## src/phg_pkg.sv

```systemverilog
// Shared constants and carrier types for the port H general-purpose block
package phg_pkg;
	// Port width and the width of each peripheral half
	localparam int PHG_PINS = 8;
	localparam int PHG_HALF = 4;
	// Register offsets
	localparam logic [7:0] PHG_OFS_PORTP_POL = 8'h1d;
	localparam logic [7:0] PHG_OFS_PORTP_IEN = 8'h1e;
	localparam logic [7:0] PHG_OFS_PORTP_FLG = 8'h1f;
	localparam logic [7:0] PHG_OFS_DATA = 8'h20;
	localparam logic [7:0] PHG_OFS_PIN_IN = 8'h21;
	localparam logic [7:0] PHG_OFS_DIR = 8'h22;
	localparam logic [7:0] PHG_OFS_RDRV = 8'h23;
	localparam logic [7:0] PHG_OFS_PULL = 8'h24;
	localparam logic [7:0] PHG_OFS_POL = 8'h25;
	localparam logic [7:0] PHG_OFS_IEN = 8'h26;
	localparam logic [7:0] PHG_OFS_FLG = 8'h27;
	// Values after reset
	localparam logic [7:0] PHG_RST_REG = 8'h00;
	localparam logic [7:0] PHG_RST_RDATA = 8'h00;
	// Register bus request
	typedef struct packed {
		logic wr;
		logic rd;
		logic [7:0] addr;
		logic [7:0] wdata;
	} phg_bus_req_t;
	// Serial peripheral takeover: enables and per-pin drive
	typedef struct packed {
		logic en_first;
		logic en_second;
		logic [7:0] dout;
		logic [7:0] doe;
	} phg_sp_ctrl_t;
	// Pad controls toward the port H pins
	typedef struct packed {
		logic [7:0] out;
		logic [7:0] oe;
		logic [7:0] pull_up;
		logic [7:0] pull_dn;
		logic [7:0] reduced;
	} phg_pad_ctrl_t;
endpackage

```

## src/phg_edge_sync.sv

```systemverilog
// Two-stage pin synchroniser with polarity-selected edge detection
module phg_edge_sync import phg_pkg::*; #(
	parameter int W = PHG_PINS
) (
	// Clock, reset, enable
	input wire logic clock,
	input wire logic nrst,
	input wire logic ce,
	// Asynchronous pin levels and edge polarity
	input wire logic [W-1:0] pin_async,
	input wire logic [W-1:0] polarity,
	// Synchronised level and one-cycle edge hits
	output logic [W-1:0] level,
	output logic [W-1:0] edge_hit
);
	logic [W-1:0] meta;
	logic [W-1:0] prev;

	if (W < 1) begin : g_chk
		$error("phg_edge_sync: width must be at least one");
	end

	// First stage feeds only the second stage
	always_ff @(posedge clock or negedge nrst) begin
		if (!nrst) begin
			meta <= '0;
			level <= '0;
		end else if (ce) begin
			meta <= pin_async;
			level <= meta;
		end
	end

	// Previous synchronised level; reset low so a high pin looks like a rise only
	always_ff @(posedge clock or negedge nrst) begin
		if (!nrst) begin
			prev <= '0;
		end else if (ce) begin
			prev <= level;
		end
	end

	// Set polarity picks rising, cleared picks falling
	assign edge_hit = (polarity & level & ~prev) | (~polarity & ~level & prev);
endmodule

```

## src/phg_flag_bank.sv

```systemverilog
// Sticky edge flags with write-one-to-clear and a masked request
module phg_flag_bank import phg_pkg::*; #(
	parameter int W = PHG_PINS
) (
	// Clock, reset, enable
	input wire logic clock,
	input wire logic nrst,
	input wire logic ce,
	// Edge hits, clear mask, enables
	input wire logic [W-1:0] edge_hit,
	input wire logic [W-1:0] clear,
	input wire logic [W-1:0] enable,
	// Flags and request
	output logic [W-1:0] flags,
	output logic irq
);
	if (W < 1) begin : g_chk
		$error("phg_flag_bank: width must be at least one");
	end

	// A hit in the clearing cycle survives: set beats clear
	always_ff @(posedge clock or negedge nrst) begin
		if (!nrst) begin
			flags <= '0;
		end else if (ce) begin
			flags <= (flags & ~clear) | edge_hit;
		end
	end

	// One request line for the whole port
	always_ff @(posedge clock or negedge nrst) begin
		if (!nrst) begin
			irq <= 1'b0;
		end else if (ce) begin
			irq <= |(flags & enable);
		end
	end
endmodule

```

## src/phg_top.sv

```systemverilog
// Port H general-purpose port with edge flags, plus port P flag registers
//
// Our own choice: the strobed register port.
module phg_top import phg_pkg::*; #(
	parameter int PINS = PHG_PINS
) (
	// Clock, reset, clock enable
	input wire logic clock,
	input wire logic nrst,
	input wire logic ce,
	// Register bus
	input wire phg_bus_req_t bus_req,
	output logic [7:0] rdata,
	// Port H pins
	input wire logic [7:0] porth_pin_in,
	output phg_pad_ctrl_t porth_pad,
	// Port P pin levels
	input wire logic [7:0] portp_pin_in,
	// Serial peripherals
	input wire phg_sp_ctrl_t sp_ctrl,
	output logic [7:0] porth_level,
	// Interrupt requests
	output logic irq_porth,
	output logic irq_portp
);
	////////////////////////////////////////////////////////////////////////////
	// Declarations
	logic [7:0] porth_data;
	logic [7:0] porth_direction;
	logic [7:0] porth_reduced_drive;
	logic [7:0] porth_pull_enable;
	logic [7:0] porth_polarity_select;
	logic [7:0] porth_pin_irq_enable;
	logic [7:0] porth_pin_irq_flags;
	logic [7:0] portp_polarity_select;
	logic [7:0] portp_pin_irq_enable;
	logic [7:0] portp_pin_irq_flags;
	logic [7:0] portp_level;
	logic [7:0] edge_h;
	logic [7:0] edge_p;
	logic [7:0] clr_h;
	logic [7:0] clr_p;
	logic [7:0] owned;
	logic [7:0] gp_input;
	logic [7:0] next_rdata;
	phg_pad_ctrl_t next_pad;

	// The register file is eight bits wide
	if (PINS != PHG_PINS) begin : g_chk
		$error("phg_top: only eight pins are supported");
	end

	////////////////////////////////////////////////////////////////////////////
	// Write decode

	// Write strobe matched against one offset; callers gate it with the clock enable
	function automatic logic wr_hit(input phg_bus_req_t r, input logic [7:0] ofs);
		wr_hit = r.wr && (r.addr == ofs);
	endfunction

	// General-purpose control registers; the pin-input offset has no storage
	always_ff @(posedge clock or negedge nrst) begin
		if (!nrst) begin
			porth_data <= PHG_RST_REG;
			porth_direction <= PHG_RST_REG;
			porth_reduced_drive <= PHG_RST_REG;
			porth_pull_enable <= PHG_RST_REG;
		end else if (ce) begin
			if (wr_hit(bus_req, PHG_OFS_DATA)) begin
				porth_data <= bus_req.wdata;
			end
			if (wr_hit(bus_req, PHG_OFS_DIR)) begin
				porth_direction <= bus_req.wdata;
			end
			if (wr_hit(bus_req, PHG_OFS_RDRV)) begin
				porth_reduced_drive <= bus_req.wdata;
			end
			if (wr_hit(bus_req, PHG_OFS_PULL)) begin
				porth_pull_enable <= bus_req.wdata;
			end
		end
	end

	// Polarity and enable registers for both ports
	always_ff @(posedge clock or negedge nrst) begin
		if (!nrst) begin
			porth_polarity_select <= PHG_RST_REG;
			porth_pin_irq_enable <= PHG_RST_REG;
			portp_polarity_select <= PHG_RST_REG;
			portp_pin_irq_enable <= PHG_RST_REG;
		end else if (ce) begin
			if (wr_hit(bus_req, PHG_OFS_POL)) begin
				porth_polarity_select <= bus_req.wdata;
			end
			if (wr_hit(bus_req, PHG_OFS_IEN)) begin
				porth_pin_irq_enable <= bus_req.wdata;
			end
			if (wr_hit(bus_req, PHG_OFS_PORTP_POL)) begin
				portp_polarity_select <= bus_req.wdata;
			end
			if (wr_hit(bus_req, PHG_OFS_PORTP_IEN)) begin
				portp_pin_irq_enable <= bus_req.wdata;
			end
		end
	end

	// Write-one-to-clear masks toward the flag banks
	assign clr_h = wr_hit(bus_req, PHG_OFS_FLG) ? bus_req.wdata : 8'h00;
	assign clr_p = wr_hit(bus_req, PHG_OFS_PORTP_FLG) ? bus_req.wdata : 8'h00;

	////////////////////////////////////////////////////////////////////////////
	// Pin synchronisers and flags

	// Port H pins cross into the bus clock before any use
	phg_edge_sync #(.W(PHG_PINS)) u_sync_h (
		.clock(clock),
		.nrst(nrst),
		.ce(ce),
		.pin_async(porth_pin_in),
		.polarity(porth_polarity_select),
		.level(porth_level),
		.edge_hit(edge_h)
	);

	// Port P pins, polarity from their own register
	phg_edge_sync #(.W(PHG_PINS)) u_sync_p (
		.clock(clock),
		.nrst(nrst),
		.ce(ce),
		.pin_async(portp_pin_in),
		.polarity(portp_polarity_select),
		.level(portp_level),
		.edge_hit(edge_p)
	);

	// Port H flags and request
	phg_flag_bank #(.W(PHG_PINS)) u_flags_h (
		.clock(clock),
		.nrst(nrst),
		.ce(ce),
		.edge_hit(edge_h),
		.clear(clr_h),
		.enable(porth_pin_irq_enable),
		.flags(porth_pin_irq_flags),
		.irq(irq_porth)
	);

	// Port P flags and request
	phg_flag_bank #(.W(PHG_PINS)) u_flags_p (
		.clock(clock),
		.nrst(nrst),
		.ce(ce),
		.edge_hit(edge_p),
		.clear(clr_p),
		.enable(portp_pin_irq_enable),
		.flags(portp_pin_irq_flags),
		.irq(irq_portp)
	);

	////////////////////////////////////////////////////////////////////////////
	// Pad control

	// Each peripheral takes its half of the port while enabled
	assign owned = {{PHG_HALF{sp_ctrl.en_second}}, {PHG_HALF{sp_ctrl.en_first}}};
	assign gp_input = ~owned & ~porth_direction;

	// Pulls only on general-purpose inputs; drive strength only where driven
	always_comb begin
		next_pad.out = (owned & sp_ctrl.dout) | (~owned & porth_data);
		next_pad.oe = (owned & sp_ctrl.doe) | (~owned & porth_direction);
		next_pad.pull_up = gp_input & porth_pull_enable & ~porth_polarity_select;
		next_pad.pull_dn = gp_input & porth_pull_enable & porth_polarity_select;
		next_pad.reduced = next_pad.oe & porth_reduced_drive;
	end

	// Registered pads: one cycle after a write the pins follow
	always_ff @(posedge clock or negedge nrst) begin
		if (!nrst) begin
			porth_pad <= '0;
		end else if (ce) begin
			porth_pad <= next_pad;
		end
	end

	////////////////////////////////////////////////////////////////////////////
	// Read path

	// Unmapped offsets read as zero
	always_comb begin
		next_rdata = PHG_RST_RDATA;
		case (bus_req.addr)
			PHG_OFS_PORTP_POL: next_rdata = portp_polarity_select;
			PHG_OFS_PORTP_IEN: next_rdata = portp_pin_irq_enable;
			PHG_OFS_PORTP_FLG: next_rdata = portp_pin_irq_flags;
			PHG_OFS_DATA: next_rdata = (porth_direction & porth_data) | (~porth_direction & porth_level);
			PHG_OFS_PIN_IN: next_rdata = porth_level;
			PHG_OFS_DIR: next_rdata = porth_direction;
			PHG_OFS_RDRV: next_rdata = porth_reduced_drive;
			PHG_OFS_PULL: next_rdata = porth_pull_enable;
			PHG_OFS_POL: next_rdata = porth_polarity_select;
			PHG_OFS_IEN: next_rdata = porth_pin_irq_enable;
			PHG_OFS_FLG: next_rdata = porth_pin_irq_flags;
			default: next_rdata = PHG_RST_RDATA;
		endcase
	end

	// Read data stand only in the cycle after the strobe
	always_ff @(posedge clock or negedge nrst) begin
		if (!nrst) begin
			rdata <= PHG_RST_RDATA;
		end else if (ce) begin
			rdata <= bus_req.rd ? next_rdata : PHG_RST_RDATA;
		end
	end

	////////////////////////////////////////////////////////////////////////////
	// Assertions

	// Every edge hit is caught in its flag
	property p_flag_set;
		@(posedge clock) disable iff (!nrst)
		(ce && edge_h != 8'h00) |=> ((porth_pin_irq_flags & $past(edge_h)) == $past(edge_h));
	endproperty
	a_flag_set: assert property (p_flag_set) else $error("edge hit did not set its flag");

	// Ones clear, zeros keep, when no edge competes
	property p_w1c;
		@(posedge clock) disable iff (!nrst)
		(ce && bus_req.wr && bus_req.addr == PHG_OFS_FLG && edge_h == 8'h00)
			|=> porth_pin_irq_flags == ($past(porth_pin_irq_flags) & ~$past(bus_req.wdata));
	endproperty
	a_w1c: assert property (p_w1c) else $error("flag write-one-to-clear wrong");

	// Enabled flag raises the request a cycle later
	property p_irq_req;
		@(posedge clock) disable iff (!nrst)
		(ce && (porth_pin_irq_flags & porth_pin_irq_enable) != 8'h00) |=> irq_porth;
	endproperty
	a_irq_req: assert property (p_irq_req) else $error("enabled flag gave no request");

	// Masked flags give no request
	property p_irq_mask;
		@(posedge clock) disable iff (!nrst)
		(ce && (porth_pin_irq_flags & porth_pin_irq_enable) == 8'h00) |=> !irq_porth;
	endproperty
	a_irq_mask: assert property (p_irq_mask) else $error("masked flag raised request");

	// Edge direction agrees with polarity and the level now seen
	property p_edge_dir;
		@(posedge clock) disable iff (!nrst)
		ce |-> ((edge_h & (porth_polarity_select ^ porth_level)) == 8'h00);
	endproperty
	a_edge_dir: assert property (p_edge_dir) else $error("edge against polarity");

	// Pull direction follows polarity for pulled general-purpose inputs
	property p_pull_sel;
		@(posedge clock) disable iff (!nrst)
		ce |=> porth_pad.pull_up == $past(gp_input & porth_pull_enable & ~porth_polarity_select)
			&& porth_pad.pull_dn == $past(gp_input & porth_pull_enable & porth_polarity_select);
	endproperty
	a_pull_sel: assert property (p_pull_sel) else $error("pull selection wrong");

	// Never a pull on a driven pin, never both pulls
	property p_pull_out;
		@(posedge clock) disable iff (!nrst)
		((porth_pad.pull_up | porth_pad.pull_dn) & porth_pad.oe) == 8'h00
			&& (porth_pad.pull_up & porth_pad.pull_dn) == 8'h00;
	endproperty
	a_pull_out: assert property (p_pull_out) else $error("pull on output pin");

	// Direction bits drive enables of unowned pins
	property p_dir;
		@(posedge clock) disable iff (!nrst)
		ce |=> ((porth_pad.oe ^ $past(porth_direction)) & ~$past(owned)) == 8'h00;
	endproperty
	a_dir: assert property (p_dir) else $error("direction not applied");

	// Data read mixes stored value and pin level
	property p_data_read;
		@(posedge clock) disable iff (!nrst)
		(ce && bus_req.rd && bus_req.addr == PHG_OFS_DATA)
			|=> rdata == (($past(porth_direction) & $past(porth_data)) | (~$past(porth_direction) & $past(porth_level)));
	endproperty
	a_data_read: assert property (p_data_read) else $error("data read wrong");

	// Pin-input read shows the synchronised levels
	property p_pin_read;
		@(posedge clock) disable iff (!nrst)
		(ce && bus_req.rd && bus_req.addr == PHG_OFS_PIN_IN) |=> rdata == $past(porth_level);
	endproperty
	a_pin_read: assert property (p_pin_read) else $error("pin-input read wrong");

	// A write to the pin-input offset leaves control state alone
	property p_pin_wr;
		@(posedge clock) disable iff (!nrst)
		(ce && bus_req.wr && bus_req.addr == PHG_OFS_PIN_IN)
			|=> $stable(porth_data) && $stable(porth_direction) && $stable(porth_pull_enable)
			&& $stable(porth_reduced_drive) && $stable(porth_polarity_select);
	endproperty
	a_pin_wr: assert property (p_pin_wr) else $error("pin-input write changed state");

	// Reduced drive only on driven pins
	property p_reduced;
		@(posedge clock) disable iff (!nrst)
		(porth_pad.reduced & ~porth_pad.oe) == 8'h00;
	endproperty
	a_reduced: assert property (p_reduced) else $error("reduced drive on input");

	// Upper half follows the second peripheral while it owns it
	property p_owner;
		@(posedge clock) disable iff (!nrst)
		(ce && sp_ctrl.en_second) |=> porth_pad.oe[7:4] == $past(sp_ctrl.doe[7:4])
			&& porth_pad.out[7:4] == $past(sp_ctrl.dout[7:4]);
	endproperty
	a_owner: assert property (p_owner) else $error("upper pins not handed over");

	// Port P request tracks its enabled flags
	property p_irq_p;
		@(posedge clock) disable iff (!nrst)
		ce |=> irq_portp == $past(|(portp_pin_irq_flags & portp_pin_irq_enable));
	endproperty
	a_irq_p: assert property (p_irq_p) else $error("port P request wrong");

	// Port P edges follow their own polarity
	property p_edge_p;
		@(posedge clock) disable iff (!nrst)
		ce |-> ((edge_p & (portp_polarity_select ^ portp_level)) == 8'h00);
	endproperty
	a_edge_p: assert property (p_edge_p) else $error("port P edge against polarity");

	// No bit hits twice in a row
	property p_once;
		@(posedge clock) disable iff (!nrst)
		(ce && edge_h != 8'h00) |=> (!ce || (edge_h & $past(edge_h)) == 8'h00);
	endproperty
	a_once: assert property (p_once) else $error("edge counted twice");
endmodule

```

## config.mk

```make
export PLATFORM = sky130hd
export DESIGN_NAME = phg_top
export DESIGN_NICKNAME = d
export VERILOG_FILES = /design/src/phg_pkg.sv /design/src/phg_edge_sync.sv /design/src/phg_flag_bank.sv /design/src/phg_top.sv
export SDC_FILE = /design/constraint.sdc
export NUM_CORES = 1
export LEC_CHECK = 0
export ABC_AREA = 1
export ABC_CLOCK_PERIOD_IN_PS = 2950
export BUFFER_PORTS_ARGS = -buffer_cell sky130_fd_sc_hd__buf_2
export CAP_MARGIN = 20
export CORE_MARGIN = 5
export CORE_UTILIZATION = 36
export DETAILED_ROUTE_END_ITERATION = 12
export SLEW_MARGIN = 20
export SYNTH_ARGS = -nofsm -noshare
export SYNTH_HDL_FRONTEND = slang
export SYNTH_SLANG_ARGS = --single-unit
```

## constraint.sdc

```tcl
create_clock -name clock -period 2.95 [get_ports clock]
set_clock_uncertainty 0.2 [all_clocks]
set_input_delay 0.1475 -clock clock [delete_from_list [all_inputs] [get_ports clock]]
set_output_delay 0.1475 -clock clock [all_outputs]
set_load 0.01 [all_outputs]
```

==> results of run 1 <==
synthesized netlist by cell type, types with 2 or more instances:
master	count	area, µm²
a21oi_1	7	35.03
a22o_1	4	35.03
a31oi_1	2	12.51
buf_1	6	22.52
buf_2	11	55.05
buf_4	6	45.04
clkbuf_1	17	63.81
dfrtp_1	178	4454
inv_1	62	232.7
inv_2	5	18.77
nand2_1	320	1201
nand2_2	5	31.28
nand3_1	90	450.4
nand3_2	7	70.07
nand4_1	14	87.58
nor2_1	64	240.2
nor2_2	2	12.51
nor2_4	10	112.6
o21ai_0	66	330.3
o21ai_1	74	370.4
o311ai_1	14	122.6
o31ai_1	15	112.6
flip-flops by register name, indices dropped and copies added, names as in the netlist, 8 cells and up:
| signal | flops |
|---|---|
| u_sync_p.meta | 8 |
| porth_data | 8 |
| porth_pin_irq_enable | 8 |
| u_sync_p.level | 8 |
| porth_reduced_drive | 8 |
| porth_direction | 8 |
| porth_polarity_select | 8 |
| u_sync_p.prev | 8 |
| portp_pin_irq_enable | 8 |
| u_sync_h.prev | 8 |
| u_flags_p.flags | 8 |
| u_sync_h.meta | 8 |
| u_flags_h.flags | 8 |
| u_sync_h.level | 8 |
| portp_polarity_select | 8 |
| porth_pull_enable | 8 |
| rdata | 8 |
| porth_pad | 40 |
worst max-delay path, delay by kind of cell:
family / cells / cell delay, ns
simple gates: 1 / 0.09
buf+inv: 5 / 2.01
compound gates: 1 / 0.07
metal layers:
| layer | wire length (µm) | GRT usage [%] | share of wire [%] | vias to the layer above |
|---|---|---|---|---|
| met5 | 0 | 0 | 0 | - |
| met1 | 11920 | 28.54 | 45 | 3546 |
| met4 | 638 | 6.375 | 2.4 | 0 |
| li1 | - | - | - | 3613 |
| met3 | 1889 | 4.593 | 7.1 | 39 |
| met2 | 12150 | 33.29 | 46 | 257 |
cells by family after synthesis:
group	Yosys count	share of synthesized area (%)
compound gates	185	12.93
buf+inv	108	5.495
flops	178	54.49
simple gates	513	27.08
metrics by stage:
step	util, %	std cells	worst slack (ns)	area [µm²]
6_report	45.58	1450	0.7248	10260
4_1_cts	45.58	1450	0.7565	10260
2_1_floorplan	-	984	1.497	8174
3_3_place_gp	40.17	1357	0.7819	9040
3_5_place_dp	40.17	1357	0.7916	9040
5_1_grt	45.58	1450	0.6093	10260
power groups by stage:
stage          logic (mW)  clock network [mW]  registers [mW]
5_1_grt             0.646                2.50            2.69
3_5_place_dp        0.510                   0            2.72
3_3_place_gp        0.503                   0            2.72
2_1_floorplan       0.247                   0            2.71
4_1_cts             0.581                2.40            2.67
6_report            0.576                2.36            2.68
final timing paths:
kind	from	to	slack (ns)
max	ce	porth_pad[38]$_DFFE_PN0P_	0.72
min	bus_req[11]	rdata[0]$_DFFE_PN0P_	0.05
max reg2reg	u_sync_h.level[4]$_DFFE_PN0P_	rdata[4]$_DFFE_PN0P_	1.28
min reg2reg	u_sync_h.meta[2]$_DFFE_PN0P_	u_sync_h.meta[2]$_DFFE_PN0P_	0.27
max in group asynchronous	nrst	u_sync_h.meta[2]$_DFFE_PN0P_	1.67
min in group asynchronous	nrst	porth_pad[35]$_DFFE_PN0P_	0.09
area by class of cell:
class	count	area [µm²]	share of cell area [%]
flip-flops and latches	178	4454	43.43
multi-input cells	698	3271	31.89
repair buffers	190	1318	12.85
clock buffers	18	439.2	4.282
well taps	285	356.6	3.477
inverters	67	251.5	2.452
clock inverters	14	166.4	1.623
==> impl_summary.log, run 1 <==
INFO  metric final_antenna_net_count = 0
INFO  metric slew_headroom = 50.93%
INFO  metric layout_commonest_cell = nand2_1
INFO  metric cp_slowest_cell = dlygate4sd3_1
INFO  metric layout-drive-gt1-share = between 15 and 20%
INFO  metric mostFrequentLayoutCells = nand2_1, dfrtp_1, buf_2
INFO  metric syn-num-nets = between 1000 and 1500
INFO  metric sum_of_negative_setup_slack = 0 ns
INFO  metric total_leakage_power = ~5.0 nW
INFO  metric totalWireLength = roughly 27000 µm
INFO  metric vdd_ir_drop_max = between 300 and 400 µV
INFO  metric syn_warnings = 0
INFO  metric grt_pass1_vias = 7201
INFO  metric worst_pin_slew = 0.7353 ns
INFO  metric worst-endpoint-arrival = ~2.3 ns
INFO  metric final-hold-violation-count = 0
INFO  metric synth_sequential_area_ratio = ~54%
INFO  metric critical_path.startpoint_type = input pin
INFO  metric synth_cells = around 1000
INFO  metric worst_stage_delay_on_the_critical_path = 0.56 ns
INFO  metric clk_transition_reported_paths = ~0.070 ns
INFO  metric cts_root_buf = clkbuf_16
INFO  metric synth_flop_cell = dfrtp_1
INFO  metric dieArea = ~26000 µm²
INFO  metric insertedDiodeCount = 0
INFO  metric htreeDepth = 4
INFO  metric top_level_ports = between 100 and 150
INFO  metric timing_max_transition_violations_final = 0
INFO  metric finalHoldWorstSlack = just over 0.05 ns
INFO  metric path_class = in2reg
INFO  metric dp.final_hpwl = around 20000 µm
INFO  metric seq_power_share = 47.7%
INFO  metric first_pass_grt_wire_length = just over 40000 µm
INFO  metric tritoncts.num_buffers = 17
INFO  metric cts_tree = built
INFO  metric maximum_number_of_buffers_from_clock_root_to_sink = 2
INFO  metric critical-path-top-cell-by-count = dlygate4sd3_1
INFO  metric area_delta_synth_final = 25.47%
INFO  metric antenna_found_initial = 0
INFO  metric gp_congestion = between 0.9 and 1
INFO  metric postSynth.asyncResetShare = 100.0%
INFO  metric post_cts.repair.setup_buffers = 0
INFO  metric postCtsHoldBufs = 61
INFO  metric synthDistinctLibCells = 27
INFO  metric outcome = finished, final reports clean
INFO  metric placement.io_buffers = approximately 110
INFO  metric worstSkewPairLatency = around 0.44 ns
INFO  metric clock_power_share = 42.1%
INFO  metric critical_path_peak_fanout = 27
INFO  metric fin_nets = 1207
INFO  metric min_period = 2.225 ns
INFO  metric fin_total_pwr = 5.617 mW
INFO  metric global_route.overflow_total = 0
INFO  metric postSynthRegisterBits = roughly 180
INFO  metric die_width = about 160 µm
INFO  metric finalSetupViolCount = 0
INFO  metric cts_resized = 0
INFO  metric syn_area = between 8000 and 9000 µm²
INFO  metric hold_depth = 6
INFO  metric final.period_utilization = between 70% and 80%
INFO  metric cp_cell_sequence = dlygate4sd3_1 > buf_2 > inv_2 > buf_4 > nand2_1 > o21ai_0 > dlygate4sd3_1
INFO  metric cts.sink_count = between 150 and 200
INFO  metric floorplan.initialDensity = 36.32%
INFO  metric p_int = just over 4 mW
INFO  metric cap_violations = 0
INFO  metric drc = 0
INFO  metric power.density_cell_area = approximately 550 nW/µm²
INFO  metric net-switching-power = 1.533 mW
INFO  metric grt_start_max_net_pins = just under 70
INFO  metric critPathCaptureType = flop
INFO  metric post_synth.cell_area_avg = ~8.3 µm²
INFO  metric coreArea = around 23000 µm²
INFO  metric synth_enable_flop_cells = 0
INFO  metric drt_first_iter_violations = approximately 660
INFO  metric rsz_0062_raised_after_global_routing = false
INFO  metric gr-usage-all-layers = a little over a fifth
INFO  metric dr_total_vias = between 7000 and 8000
INFO  metric worst_ep_required_time = between 3 and 4 ns
INFO  metric worst_hold_path_type = in2reg
INFO  metric post_drt_via_cell_ratio = 5.141
INFO  metric power.switching_fraction = 27.29%
INFO  metric worst_reg_to_reg_cells = 8
INFO  metric layout.filler_cells = 2202
INFO  metric num_rows = 55
INFO  metric die-height = approximately 160 µm
INFO  metric share_comb_of_total_power = approximately a tenth
INFO  metric drtPass1Iterations = 6
INFO  metric average_wire_per_standard_cell = ~18 µm
INFO  metric fmaxAchievable = about 0.45 GHz
No activity file was read; power rests on OpenSTA's default activity.
==> run 2, diff against run 1 <==
Settings changed: ABC_CLOCK_PERIOD_IN_PS 2950 to 1900.
Clock period 2.95 ns to 1.9 ns, I/O delays scaled along.
==> run 2 against run 1 <==
Non-clock buffer count rose by 7. Critical path depth fell by 1. Combinational power increased by 61%. Power increased by 57%. Flip-flop and latch count unchanged. Via count is 2.2% higher. Final area grew 1.5%. Worst hold slack lost 0.034 ns. Global-route usage down 0.11 points.
==> impl_summary.log, run 2 (same netlist as run 1, synthesis figures left out) <==
INFO  metric outcome = finished, final reports clean
INFO  metric dr_wl_met3 = 1912 µm (+1.2%)
INFO  metric first_pass_grt_wire_length = 41750 µm (+0.41%)
INFO  metric final.period_utilization = 94.18%
INFO  metric global_route.overflow_total = 0 (unchanged)
INFO  metric die-height = 160.7 µm (unchanged)
INFO  metric fmaxAchievable = between 0.5 and 0.6 GHz
INFO  metric layout.filler_cells = 2205 (+0.14%)
INFO  metric detailedPlace.worstSlack = 0.1226 ns (-0.6691 ns)
INFO  metric final_area = 10420 µm² (+1.5%)
INFO  metric finalSetupViolCount = 0 (unchanged)
INFO  metric area_delta_synth_final = 27.41%
INFO  metric layout_commonest_cell = nand2_1
INFO  metric fin_total_pwr = 8.826 mW (+57%)
INFO  metric finalHoldWorstSlack = 0.01783 ns (-0.03411 ns)
INFO  metric critPathCaptureType = flop
INFO  metric drc = 0 (unchanged)
INFO  metric worst-endpoint-arrival = 1.96 ns (-0.38 ns)
INFO  metric worst_ep_required_time = 2.07 ns (-1.00 ns)
INFO  metric largest-register = porth_pad
INFO  metric floorplan.initialDensity = 36.32% (unchanged)
INFO  metric wl_met2 = 12130 µm (-0.17%)
INFO  metric final-hold-violation-count = 0 (unchanged)
INFO  metric dieArea = 25820 µm² (unchanged)
INFO  metric layout-drive-gt1-share = 16.89% (+0.41 points)
INFO  metric die_width = 160.7 µm (unchanged)
INFO  metric power.density_cell_area = 847.4 nW/µm² (+55%)
INFO  metric crit_family = buffers and inverters
INFO  metric cap_violations = 0 (unchanged)
INFO  metric multiInputGateArea = 3276 µm² (+0.15%)
INFO  metric drt_first_iter_violations = 746 (+13%)
INFO  metric critical_path.startpoint_type = input pin
INFO  metric fin_nets = 1214 (+0.58%)
INFO  metric cp_cell_sequence = dlygate4sd3_1 > buf_2 > buf_6 > o21ai_0 > o21ai_0 > dlygate4sd3_1
INFO  metric htreeDepth = 4 (unchanged)
INFO  metric cts_root_buf = clkbuf_16
INFO  metric clk_transition_reported_paths = 0.07 ns (about the same)
INFO  metric num_rows = 55 (unchanged)
INFO  metric cp_slowest_cell = dlygate4sd3_1
INFO  metric path_class = in2reg
INFO  metric largest_register_ffs = 40 (unchanged)
INFO  metric sequential_cell_area = 4454 µm² (unchanged)
INFO  metric post_drt_via_cell_ratio = 5.229 (+1.7%)
INFO  metric worst_hold_path_type = in2async
INFO  metric rsz_0062_raised_after_global_routing = false
INFO  metric slew_headroom = 61.39% (+10 points)
INFO  metric gp_congestion = 0.9643 (+2.3%)
INFO  metric dp.final_hpwl = 19500 µm (-0.51%)
INFO  metric tritoncts.num_buffers = 17 (unchanged)
INFO  metric cts_tree = built
INFO  metric worst_stage_delay_on_the_critical_path = 0.58 ns (+0.02 ns)
INFO  metric placement.io_buffers = 112 (unchanged)
INFO  metric grt_pass1_vias = 7262 (+0.85%)
INFO  metric min_period = between 1.5 and 2 ns
INFO  metric sum_of_negative_setup_slack = 0 ns (unchanged)
INFO  metric average_wire_per_standard_cell = 18.37 µm (+0.18%)
INFO  metric mostFrequentLayoutCells = nand2_1, dfrtp_1, buf_2
INFO  metric final_antenna_net_count = 0 (unchanged)
INFO  metric cp_num_buf_inv = 4 (-1)
INFO  metric critical_path_peak_fanout = 23 (-15%)
INFO  metric insertedDiodeCount = 0 (unchanged)
INFO  metric total_leakage_power = 5.092 nW (+1.2%)
INFO  metric vdd_ir_drop_max = 536.3 µV (+63%)
INFO  metric gr-usage-all-layers = 20.74% (-0.11 points)
INFO  metric maximum_number_of_buffers_from_clock_root_to_sink = 2 (unchanged)
INFO  metric coreArea = 22500 µm² (unchanged)
INFO  metric met1_length = 12070 µm (+1.3%)
INFO  metric antenna_found_initial = 0 (unchanged)
INFO  metric post-route-worst-setup-slack = 0.1106 ns (-0.6142 ns)
INFO  metric cts.sink_count = 178 (unchanged)
INFO  metric grt_start_max_net_pins = 73 (+5.8%)
INFO  metric dpl_cell_area = 9117 µm² (+0.86%)
INFO  metric drtPass1Iterations = 5 (-1)
INFO  metric totalWireLength = 26770 µm (+0.66%)
INFO  metric top_level_ports = 113 (unchanged)
INFO  metric worst_pin_slew = 0.5771 ns (-0.1582 ns)
INFO  metric dr_total_vias = 7618 (+2.2%)
INFO  metric top_layer = met4
INFO  metric timing_max_transition_violations_final = 0 (unchanged)
INFO  metric worstSkewPairLatency = 0.44 ns (about the same)
==> run 2: cell types whose count changed in the layout (fill, tap and decap cells not counted), sizes merged <==
cell and delta:
inv -2, buf +6, clkinvlp +1, bufinv +1, dlygate4sd3 +1
==> run 2: area by class of cell <==
cell class / count / share of cell area, %
inverters: 67 / 2.415
well taps: 285 / 3.424
clock buffers: 18 / 4.121
flip-flops and latches: 178 / 42.77
repair buffers: 197 / 13.94
multi-input cells: 698 / 31.45
clock inverters: 14 / 1.886
==> run 2: power breakdown <==
group,switching (mW),internal (mW)
clock network,1.62,2.12
logic,0.576,0.352
registers,0.169,3.99
==> run 2: what timing repair did <==
| item | 4_1_cts | 5_1_grt |
|---|---|---|
| endpoints found under the setup margin | 0 | 7 |
| resized for setup | 0 | 2 |
| endpoints found under the hold margin | 273 | 0 |
| setup buffers | 0 | 3 |
| hold buffers | 63 | 0 |
==> run 2: path summary, 6_finish.rpt <==
path | start | to | slack, ns | cells past startpoint
setup / recovery | ce | porth_pad[33]$_DFFE_PN0P_ | 0.11 | 6
hold / removal | nrst | porth_pull_enable[4]$_DFFE_PN0P_ | 0.02 | 3
setup reg to reg | u_sync_h.level[1]$_DFFE_PN0P_ | rdata[1]$_DFFE_PN0P_ | 0.26 | 8
hold reg to reg | u_sync_p.meta[7]$_DFFE_PN0P_ | u_sync_p.meta[7]$_DFFE_PN0P_ | 0.27 | 2
max in group asynchronous | nrst | porth_pad[24]$_DFFE_PN0P_ | 1.09 | 3
min in group clock | bus_req[11] | rdata[2]$_DFFE_PN0P_ | 0.05 | 6
==> run 2: stage by stage <==
stage | std cells | util [%]
floorplan | 984 | -
global placement | 1359 | 40.52
detailed placement | 1359 | 40.52
CTS | 1454 | 46.14
global route | 1457 | 46.28
finish | 1457 | 46.28
==> run 2: tightest hold or removal path, stage by stage <==
cell           delay, ns
dlygate4sd3_1       0.54
buf_6               0.17
buf_12              0.19
==> run 2: per-layer routing <==
layer | track usage, % | vias up
li1 | - | 3629
met1 | 29.12 | 3627
met2 | 32.69 | 319
met3 | 3.849 | 43
met4 | 6.531 | 0
met5 | 0 | -
